<file path="src/fbu_consts.svh">
// Offsets, reset values and widths for the fetch bus unit
`ifndef FBU_CONSTS_SVH
`define FBU_CONSTS_SVH
// ----------------------------------------
// Register byte offsets
// ----------------------------------------
`define FBU_OFF_CTRL 5'h00
`define FBU_OFF_CS 5'h04
`define FBU_OFF_DS 5'h08
`define FBU_OFF_SS 5'h0C
`define FBU_OFF_ES 5'h10
`define FBU_OFF_IP 5'h14
`define FBU_OFF_STAT 5'h18
// ----------------------------------------
// Fields and reset values
// ----------------------------------------
`define FBU_CTRL_IE_BIT 0
`define FBU_RST_CS 16'hFFFF
`define FBU_RST_IP 16'h0000
`define FBU_RST_SEG 16'h0000
`define FBU_Q_DEPTH 3'h4
`define FBU_SEG_SHIFT 4'h0
`endif

</file>
<file path="src/fbu_pkg.sv">
// Types shared by the fetch bus unit
package fbu_pkg;
	typedef enum logic [2:0] {
		PH_TI = 3'b000,
		PH_T1 = 3'b001,
		PH_T2 = 3'b010,
		PH_T3 = 3'b011,
		PH_TW = 3'b100,
		PH_T4 = 3'b101
	} fbu_phase_t;
	typedef enum logic [2:0] {
		K_INTA = 3'b000,
		K_IORD = 3'b001,
		K_IOWR = 3'b010,
		K_HALT = 3'b011,
		K_FETCH = 3'b100,
		K_MRD = 3'b101,
		K_MWR = 3'b110,
		K_PASS = 3'b111
	} fbu_kind_t;
	typedef enum logic [1:0] {
		SEG_ES = 2'b00,
		SEG_SS = 2'b01,
		SEG_CS = 2'b10,
		SEG_DS = 2'b11
	} fbu_seg_t;
	typedef enum logic [1:0] {
		SC_DATA = 2'b00,
		SC_STACK = 2'b01,
		SC_STRDST = 2'b10,
		SC_CODE = 2'b11
	} fbu_class_t;
	typedef struct packed {
		fbu_phase_t ph;
		fbu_kind_t kind;
		fbu_seg_t seg;
		logic [19:0] addr;
		logic [7:0] wbyte;
		logic [15:0] cs;
		logic [15:0] ds;
		logic [15:0] ss;
		logic [15:0] es;
		logic [15:0] ip;
		logic [3:0][7:0] qmem;
		logic [1:0] qrd;
		logic [2:0] qcnt;
		logic drop;
		logic ie;
		logic opbusy;
		logic opvec;
		fbu_kind_t opkind;
		fbu_seg_t opseg;
		logic [15:0] opoff;
		logic [15:0] opwdata;
		logic [31:0] oprdata;
		logic [1:0] opbyte;
		logic [1:0] oplast;
		logic opdone;
		logic halted;
		logic [1:0] qs;
		logic av_ack;
		logic [31:0] rdata;
		logic r1;
		logic r2;
		logic r3;
		logic rdy;
		logic m1;
		logic m2;
		logic m3;
		logic mode;
	} fbu_state_t;
endpackage : fbu_pkg

</file>
<file path="src/fbu_top.sv">
// Fetch bus unit: prefetch queue, address relocation and local bus cycles
// Contract
// - All state sits in clocked flops; clock may stop or step freely.
// - Prefetch queue holds at most four instruction bytes.
// - With room for one byte, start a one-byte fetch cycle.
// - Queue is first-in first-out; a byte into an empty queue shows at once.
// - Every memory reference drives a 20-bit byte address.
// - Segments start on 16-byte bounds; references use one of four bases.
// - Code for prefetch, stack for stack/BP, data default, extra for string dest.
// - Words go low byte first as two consecutive byte cycles.
// - After reset, fetching starts at sixteen bytes below top of memory.
// - Vector table at bottom: offset to pointer, then segment to code base.
// - Strap low gives maximum mode, strap high gives minimum mode.
// - Minimum mode drives transceiver enable, direction and address strobe.
// - Maximum mode gives lock, queue status and request/grant pins; request/grant is held idle high and never driven.
// - Low byte shares address/data, top nibble address/status, middle stays stable.
// - Bus cycle is at least four clocks: address, turnaround, data, data.
// - Not ready inserts one-clock wait phases between third and fourth clock.
// - Idle phases between cycles drive no transfer.
// - Address strobe pulses in the first clock of each cycle.
// - Cycle type code: 000 inta..111 passive as tabled.
// - Extra status bits sit on the top lines from second to fourth clock.
// - Segment status: 00 extra, 01 stack, 10 code or none, 11 data.
// - Fifth status bit mirrors interrupt enable; sixth is always zero.
// - I/O cycles put the port on the low sixteen lines, top four zero.
// - Queue status valid the clock after the operation, never floats.
//
// Our own choices: the address map and the Avalon-MM interface to the registers.
`include "fbu_consts.svh"
module fbu_top (
	input wire logic clock_i,
	input wire logic rst_n_i,
	input wire logic [4:0] avs_address_i,
	input wire logic avs_read_i,
	input wire logic avs_write_i,
	input wire logic [31:0] avs_writedata_i,
	output logic [31:0] avs_readdata_o,
	output logic avs_waitrequest_o,
	input wire logic config_strap_i,
	input wire logic ready_i,
	input wire logic [7:0] low_addr_data_i,
	output logic [7:0] low_addr_data_o,
	output logic low_addr_data_oe_n_o,
	output logic [7:0] mid_addr_o,
	output logic [3:0] high_addr_status_o,
	output logic ale_o,
	output logic xcvr_enable_n_o,
	output logic xfer_direction_o,
	output fbu_pkg::fbu_kind_t cycle_type_o,
	output logic lock_n_o,
	output logic [1:0] queue_state_out_o,
	output logic [1:0] rq_gt_o,
	output logic [1:0] rq_gt_oe_n_o,
	output logic [7:0] q_byte_o,
	output logic q_valid_o,
	input wire logic q_take_i,
	input wire logic q_first_i,
	input wire logic eu_flush_i,
	input wire logic [15:0] eu_jump_cs_i,
	input wire logic [15:0] eu_jump_ip_i,
	input wire logic eu_lock_i,
	input wire logic halt_req_i,
	input wire logic op_req_i,
	input wire logic op_write_i,
	input wire logic op_io_i,
	input wire logic op_word_i,
	input wire fbu_pkg::fbu_class_t op_class_i,
	input wire logic op_override_i,
	input wire fbu_pkg::fbu_seg_t op_override_seg_i,
	input wire logic [15:0] op_offset_i,
	input wire logic [15:0] op_wdata_i,
	input wire logic vec_req_i,
	input wire logic [7:0] vec_type_i,
	output logic op_ready_o,
	output logic op_done_o,
	output logic [15:0] op_rdata_o
);
	import fbu_pkg::*;

	fbu_state_t s;
	fbu_state_t next_s;
	logic flush;
	logic [15:0] boff;
	logic [15:0] base;
	logic is_wr;
	logic act;
	logic t1;

	// ----------------------------------------
	// Relocation
	// ----------------------------------------
	function automatic logic [15:0] seg_base(input fbu_state_t st, input fbu_seg_t sg);
		case (sg)
			SEG_ES: seg_base = st.es;
			SEG_SS: seg_base = st.ss;
			SEG_DS: seg_base = st.ds;
			default: seg_base = st.cs;
		endcase
	endfunction : seg_base

	function automatic logic [19:0] phys(input logic [15:0] b, input logic [15:0] off);
		logic [20:0] sum;
		sum = {1'b0, b, `FBU_SEG_SHIFT} + {5'h00, off};
		phys = sum[19:0];
	endfunction : phys

	// ----------------------------------------
	// Next state
	// ----------------------------------------
	always_comb begin
		next_s = s;
		boff = 16'h0000;
		base = 16'h0000;
		next_s.opdone = 1'b0;
		next_s.qs = 2'b00;
		// Pins pass three flops; a change counts when the last two agree
		next_s.r1 = ready_i;
		next_s.r2 = s.r1;
		next_s.r3 = s.r2;
		if (s.r2 == s.r3)
			next_s.rdy = s.r3;
		next_s.m1 = config_strap_i;
		next_s.m2 = s.m1;
		next_s.m3 = s.m2;
		if (s.m2 == s.m3)
			next_s.mode = s.m3;
		// Register slave: one wait cycle, write lands on the released edge
		next_s.av_ack = (avs_read_i | avs_write_i) & ~s.av_ack;
		if (avs_read_i & ~s.av_ack) begin
			case (avs_address_i)
				`FBU_OFF_CTRL: next_s.rdata = {31'h00000000, s.ie};
				`FBU_OFF_CS: next_s.rdata = {16'h0000, s.cs};
				`FBU_OFF_DS: next_s.rdata = {16'h0000, s.ds};
				`FBU_OFF_SS: next_s.rdata = {16'h0000, s.ss};
				`FBU_OFF_ES: next_s.rdata = {16'h0000, s.es};
				`FBU_OFF_IP: next_s.rdata = {16'h0000, s.ip};
				`FBU_OFF_STAT: next_s.rdata = {22'h000000, s.halted, s.mode, 1'b0, s.ph, 1'b0, s.qcnt};
				default: next_s.rdata = 32'h00000000;
			endcase
		end
		flush = eu_flush_i;
		if (avs_write_i & s.av_ack) begin
			case (avs_address_i)
				`FBU_OFF_CTRL: next_s.ie = avs_writedata_i[`FBU_CTRL_IE_BIT];
				`FBU_OFF_DS: next_s.ds = avs_writedata_i[15:0];
				`FBU_OFF_SS: next_s.ss = avs_writedata_i[15:0];
				`FBU_OFF_ES: next_s.es = avs_writedata_i[15:0];
				`FBU_OFF_CS: begin
					next_s.cs = avs_writedata_i[15:0];
					flush = 1'b1;
				end
				`FBU_OFF_IP: begin
					next_s.ip = avs_writedata_i[15:0];
					flush = 1'b1;
				end
				default: ;
			endcase
		end
		// Jump: old bytes and any fetch still on the bus are thrown away
		if (eu_flush_i) begin
			next_s.cs = eu_jump_cs_i;
			next_s.ip = eu_jump_ip_i;
		end
		if (flush) begin
			next_s.qcnt = 3'h0;
			next_s.qrd = 2'h0;
			next_s.qs = 2'b10;
			next_s.drop = (s.ph != PH_TI) && (s.ph != PH_T4) && (s.kind == K_FETCH);
		end else if (q_take_i && s.qcnt != 3'h0) begin
			next_s.qrd = s.qrd + 2'h1;
			next_s.qcnt = s.qcnt - 3'h1;
			next_s.qs = q_first_i ? 2'b01 : 2'b11;
		end
		// Operand and vector requests wait in one slot
		if (!s.opbusy && vec_req_i) begin
			next_s.opbusy = 1'b1;
			next_s.opvec = 1'b1;
			next_s.opkind = K_MRD;
			next_s.opseg = SEG_CS;
			next_s.opoff = {6'h00, vec_type_i, 2'b00};
			next_s.opbyte = 2'h0;
			next_s.oplast = 2'h3;
		end else if (!s.opbusy && op_req_i) begin
			next_s.opbusy = 1'b1;
			next_s.opvec = 1'b0;
			next_s.opwdata = op_wdata_i;
			next_s.opoff = op_offset_i;
			next_s.opbyte = 2'h0;
			next_s.oplast = op_word_i ? 2'h1 : 2'h0;
			if (op_io_i)
				next_s.opkind = op_write_i ? K_IOWR : K_IORD;
			else
				next_s.opkind = op_write_i ? K_MWR : K_MRD;
			// String destination keeps extra, code keeps code; override steers stack and data
			case (op_class_i)
				SC_STRDST: next_s.opseg = SEG_ES;
				SC_CODE: next_s.opseg = SEG_CS;
				SC_STACK: next_s.opseg = op_override_i ? op_override_seg_i : SEG_SS;
				default: next_s.opseg = op_override_i ? op_override_seg_i : SEG_DS;
			endcase
			if (op_io_i)
				next_s.opseg = SEG_CS;
		end
		if (!halt_req_i)
			next_s.halted = 1'b0;
		// ----------------------------------------
		// Bus phase sequencer
		// ----------------------------------------
		case (s.ph)
			PH_T1: next_s.ph = PH_T2;
			PH_T2: next_s.ph = PH_T3;
			PH_T3, PH_TW: begin
				if (!s.rdy) begin
					next_s.ph = PH_TW;
				end else begin
					next_s.ph = PH_T4;
					case (s.kind)
						K_FETCH: begin
							if (!s.drop && !flush) begin
								next_s.qmem[next_s.qrd + next_s.qcnt[1:0]] = low_addr_data_i;
								next_s.qcnt = next_s.qcnt + 3'h1;
								next_s.ip = s.ip + 16'h0001;
							end
							next_s.drop = 1'b0;
						end
						K_HALT: next_s.halted = 1'b1;
						default: begin
							if (s.kind == K_MRD || s.kind == K_IORD)
								next_s.oprdata[{s.opbyte, 3'b000} +: 8] = low_addr_data_i;
							next_s.opbyte = s.opbyte + 2'h1;
							if (s.opbyte == s.oplast) begin
								next_s.opbusy = 1'b0;
								next_s.opdone = 1'b1;
								if (s.opvec && !eu_flush_i) begin
									next_s.ip = s.oprdata[15:0];
									next_s.cs = {low_addr_data_i, s.oprdata[23:16]};
									next_s.qcnt = 3'h0;
									next_s.qrd = 2'h0;
									next_s.qs = 2'b10;
								end
							end
						end
					endcase
				end
			end
			default: begin
				// T4 or idle: pick the next cycle, operands before prefetch
				next_s.ph = PH_TI;
				next_s.kind = K_PASS;
				if (s.opbusy && !flush) begin
					next_s.ph = PH_T1;
					next_s.kind = s.opkind;
					next_s.seg = s.opseg;
					boff = s.opoff + {14'h0000, s.opbyte};
					base = s.opvec ? 16'h0000 : seg_base(s, s.opseg);
					next_s.addr = phys(base, boff);
					if (s.opkind == K_IORD || s.opkind == K_IOWR)
						next_s.addr = {4'h0, boff};
					next_s.wbyte = s.opwdata[{s.opbyte[0], 3'b000} +: 8];
				end else if (halt_req_i && !s.halted && !flush) begin
					next_s.ph = PH_T1;
					next_s.kind = K_HALT;
					next_s.seg = SEG_CS;
				end else if (!s.halted && next_s.qcnt < `FBU_Q_DEPTH) begin
					next_s.ph = PH_T1;
					next_s.kind = K_FETCH;
					next_s.seg = SEG_CS;
					next_s.addr = phys(next_s.cs, next_s.ip);
				end
			end
		endcase
	end

	// ----------------------------------------
	// State register
	// ----------------------------------------
	// Plain edge-triggered flops only, so a stopped clock loses nothing
	always_ff @(posedge clock_i) begin
		if (!rst_n_i) begin
			s <= '0;
			s.ph <= PH_TI;
			s.kind <= K_PASS;
			s.seg <= SEG_CS;
			s.cs <= `FBU_RST_CS;
			s.ip <= `FBU_RST_IP;
			s.ds <= `FBU_RST_SEG;
			s.ss <= `FBU_RST_SEG;
			s.es <= `FBU_RST_SEG;
			s.opkind <= K_PASS;
			s.opseg <= SEG_CS;
		end else begin
			s <= next_s;
		end
	end

	// ----------------------------------------
	// Pins
	// ----------------------------------------
	assign t1 = (s.ph == PH_T1);
	assign act = (s.ph != PH_TI);
	assign is_wr = (s.kind == K_MWR) || (s.kind == K_IOWR);
	assign low_addr_data_o = t1 ? s.addr[7:0] : s.wbyte;
	assign low_addr_data_oe_n_o = ~(t1 || (is_wr && act));
	assign mid_addr_o = s.addr[15:8];
	// Top nibble: address in T1, then status; zero when idle
	assign high_addr_status_o = t1 ? s.addr[19:16] : (act ? {1'b0, s.ie, s.seg} : 4'h0);
	assign ale_o = t1 & s.mode;
	assign xcvr_enable_n_o = ~(s.mode && act && !t1);
	assign xfer_direction_o = s.mode & act & is_wr;
	assign cycle_type_o = (act && s.ph != PH_T4) ? s.kind : K_PASS;
	assign lock_n_o = s.mode | ~eu_lock_i;
	assign queue_state_out_o = s.mode ? 2'b00 : s.qs;
	// Request/grant lines idle high and are never driven by this unit
	assign rq_gt_o = 2'b11;
	assign rq_gt_oe_n_o = 2'b11;
	assign q_byte_o = s.qmem[s.qrd];
	assign q_valid_o = (s.qcnt != 3'h0);
	assign op_ready_o = ~s.opbusy;
	assign op_done_o = s.opdone;
	assign op_rdata_o = s.oprdata[15:0];
	assign avs_readdata_o = s.rdata;
	assign avs_waitrequest_o = (avs_read_i | avs_write_i) & ~s.av_ack;
endmodule : fbu_top

</file>
<file path="config.mk">
export PLATFORM = sky130hd
export DESIGN_NAME = fbu_top
export DESIGN_NICKNAME = d
export VERILOG_FILES = /design/src/fbu_pkg.sv /design/src/fbu_top.sv
export VERILOG_INCLUDE_DIRS = /design/src
export SDC_FILE = /design/constraint.sdc
export NUM_CORES = 1
export LEC_CHECK = 0
export BUFFER_PORTS_ARGS = -buffer_cell sky130_fd_sc_hd__buf_2
export CELL_PAD_IN_SITES_DETAIL_PLACEMENT = 1
export CELL_PAD_IN_SITES_GLOBAL_PLACEMENT = 2
export CORE_UTILIZATION = 35
export DETAILED_ROUTE_END_ITERATION = 8
export GPL_ROUTABILITY_DRIVEN = 1
export PLACE_DENSITY = 0.8
export SLEW_MARGIN = 20
export SYNTH_ARGS = -nofsm -noshare
export SYNTH_HDL_FRONTEND = slang
export SYNTH_SLANG_ARGS = --single-unit
</file>
<file path="constraint.sdc">
create_clock -name clock_i -period 8.6 [get_ports clock_i]
set_clock_uncertainty 0.15 [all_clocks]
set_input_delay 1.29 -clock clock_i [delete_from_list [all_inputs] [get_ports clock_i]]
set_output_delay 1.29 -clock clock_i [all_outputs]
set_load 0.01 [all_outputs]
</file>
==> impl_metrics.yaml <==
yosys:
  synth_area_sq_um: 14300
  yosysSeqAreaShare_pct: 35.0
  synth_edf_count: 0
  ys_warn_count: 0
  synthArstFlopShare_pct: 0
  synthesis.instances: 1747
  avgSynthCellArea_sq_um: 8.18
  synth_top_area_share_pct: 35.0
  yosysTopAreaCell: "dfxtp_1"
  synth_cell_types: 86
  synth_ff_type: "dfxtp_1"
  ys_ff_latch: 250
  synth.area.top_cells: "dfxtp_1 (35%), nand2_1 (7.8%), mux2i_1 (6.6%), a21oi_1 (6.3%), nor2_1 (3.8%)"
cells_and_area:
  fin_nets: 2012
  multi_input_area_sq_um: 8390
  area_growth_pct: 13.6
  fillers: 4846
  drive_gt1_share_pct: 18.0
  regArea_sq_um: 5000
  insertedDiodeCount: 0
power_and_ir_drop:
  powerDensity_nw_per_um2: 206
  power.total_uw: 3340
  vdd_drop_max_mv: 0.134
  p_leak_uw: 0.00644
floorplanning:
  die-height_microns: 204
  core_area_sq_um: 40000
  initial_core_util_pct: 35.7
  ios: 232
  core.rowCount: 73
  die_area_sq_um: 41700
  chipWidth_microns: 204
routing:
  wl_per_cell_microns: 22.9
  ant_nets: 0
  drt_first_pass_iters: 8
  initialDrtViolationCount: 948
  drc: 0
  finalWirelength_microns: 54500
  viasPerCell: 5.62
  vias: 13398
worst_setup_path:
  worst-endpoint-required_ns: 8.90
  critical_path_arrival_ns: 5.22
  crit_path_max_fanout: 13
  ff2ff_path_depth: 14
  endpoint_kind: "flop"
  crit_path_start_kind: "primary input"
  critPathKind: "in2reg"
  rrSetupSlack_ns: 4.12
  reg2reg_from: "s[40]"
  worstReg2RegEnd: "mid_addr_o[4]"
clocking:
  cts_tree: "built"
  cts_hold_buffers: 0
  clk_latency_ns: 0.58
  clockBufferDepth: 3
  cts_resized: 0
  htreeDepth: 1
  cts_buffers: 30
  clock_sinks: 250
  clk_pin_slew_ns: 0.06
  postCtsSetupRepairBufs: 0
  cts_root_buffer: "clkbuf_16"
global_routing:
  grt_pass1_vias: 13412
  grt_usage_pct: 25.8
  grt_max_degree: 94
  grt-ovfl-total: 0
  antenna_found_initial: 1
  grt_pass1_wl_microns: 82100
place:
  gp_congestion: 0.951
  hpwl_microns: 41100
  preCtsSetupSlack_ns: 3.18
  io_buffers: 195
hold_path:
  hp-class: "reg2reg"
  holdCritStartpoint: "next_s[2]"
  hold_path_end: "next_s[1]"
  min_path_cells: 1
sta:
  timing_max_transition_violations_final: 0
  fmax_mhz: 204
  hold_viol: 0
  fin_ws_ns: 3.69
  worstMarginPinSlew_ns: 1.13
  fin_crit_sh_pct: 57.1
  setup_violations: 0
  timing.slew.headroom_pct: 24.6
  finalSetupTns_ns: 0
  rsz0062_at_grt: "false"
  post-route-min-period_ns: 4.91
run:
  maxCapViolations: 0
run_status:
  status: "finished clean"
==> cell families (layout without fill, tap and decap cells) <==
group	Yosys count	in the layout	share of synthesized area (%)
AND/OR/NAND/NOR	643	643	20.5
XOR/XNOR	59	59	3.62
other	2	20	0.0525
flip-flops	250	250	35.0
AO/OA/AOI/OAI	422	422	18.6
adder cells (fa/ha/maj)	38	38	3.48
multiplexers	137	137	11.8
buffers and inverters	196	288	6.96
==> registers in the layout, summed over array words and instances, names as in the netlist <==
signal,flops
mid_addr_o,8
s,205
op_done_o,1
avs_readdata_o,16
op_rdata_o,16
next_s,4
==> Yosys cell counts (5+ instances only) <==
cell type	count
nand2_1	298
dfxtp_1	250
a21oi_1	179
nor2_1	145
clkbuf_1	95
mux2i_1	94
buf_4	60
nand3_1	49
o21ai_0	49
o21ai_1	39
xnor2_1	38
ha_1	35
nand4_1	32
mux4_2	23
nor2b_1	22
xor2_1	21
mux2_2	20
a211oi_1	19
inv_1	19
and2_1	16
a22oi_1	15
nor3_1	15
o211ai_1	12
a21o_1	11
a31oi_1	11
a222oi_1	10
a221oi_1	9
o22ai_1	9
and3_1	8
buf_1	8
buf_2	8
nand2b_1	8
nor3b_1	8
a211o_1	7
or3_1	7
nor4_1	5
==> power breakdown <==
group | total [uW] | leakage, uW | switching [uW] | internal (uW)
logic | 734 | 0.00392 | 455 | 278
registers | 1330 | 0.00204 | 91.9 | 1240
clock network | 1270 | 0.000487 | 515 | 757
total | 3340 | 0.00644 | 1060 | 2280
==> critical path, stage by stage <==
cell and delay, ns:
buf_2 0.13, nor4b_2 0.28, buf_4 0.27, nand3_1 0.27
buf_4 0.33, mux2i_1 0.17, o21ai_0 0.23, ha_1 0.36
fa_1 0.45, a211o_1 0.36, a21oi_1 0.20, o21ai_0 0.14
a21oi_1 0.20, xnor2_1 0.12, a221oi_1 0.31, a21oi_1 0.11
==> worst max path at each step <==
stage	from	endpoint	slack (ns)	cells after the start
global placement	avs_write_i	mid_addr_o[4]	3.30	15
global route	avs_write_i	mid_addr_o[4]	3.41	15
CTS	avs_address_i[1]	s[265]	3.75	16
finish	avs_address_i[1]	mid_addr_o[4]	3.69	16
detailed placement	avs_write_i	s[265]	3.18	15
floorplan	avs_address_i[3]	s[265]	3.49	16
==> per-layer routing <==
metal  global-route usage [%]  wire length, microns  vias up
li1                         -                     -     6311
met5                        0                     9        -
met3                     3.94                  2930       94
met1                     34.2                 24200     6620
met4                     10.5                  2030        2
met2                     41.6                 25300      371
==> metrics by stage <==
stage | hold WS (ns) | area, sq um | utilization [%] | instances
after CTS | 0.284 | 16200 | 40.6 | 2382
after detailed placement | 0.271 | 15300 | 38.1 | 2329
after floorplan | 0.262 | 14400 | - | 1765
after global routing | 0.305 | 16200 | 40.6 | 2382
final | 0.285 | 16200 | 40.6 | 2382
after global placement | 0.272 | 15200 | 38.1 | 2329
==> cell usage in the layout, fill, tap and decap left out, drive strengths merged, types with 23 or more instances in the layout <==
master  netlist  routed
clkbuf       96      44
ha           35      35
dfxtp       250     250
nand4        32      32
mux2i        94      94
mux4         23      23
nor2        146     146
a21oi       182     182
buf          79     214
xnor2        38      38
nand2       298     298
nand3        50      50
o21ai        90      90
==> cell type report <==
class,count,share of cell area [%]
multi-input cells,1319,51.7
flip-flops and latches,250,30.8
repair buffers,214,6.89
clock buffers,44,5.38
well taps,525,4.05
clock inverters,9,0.655
inverters,21,0.501
Power figures use the tool's default switching activity.
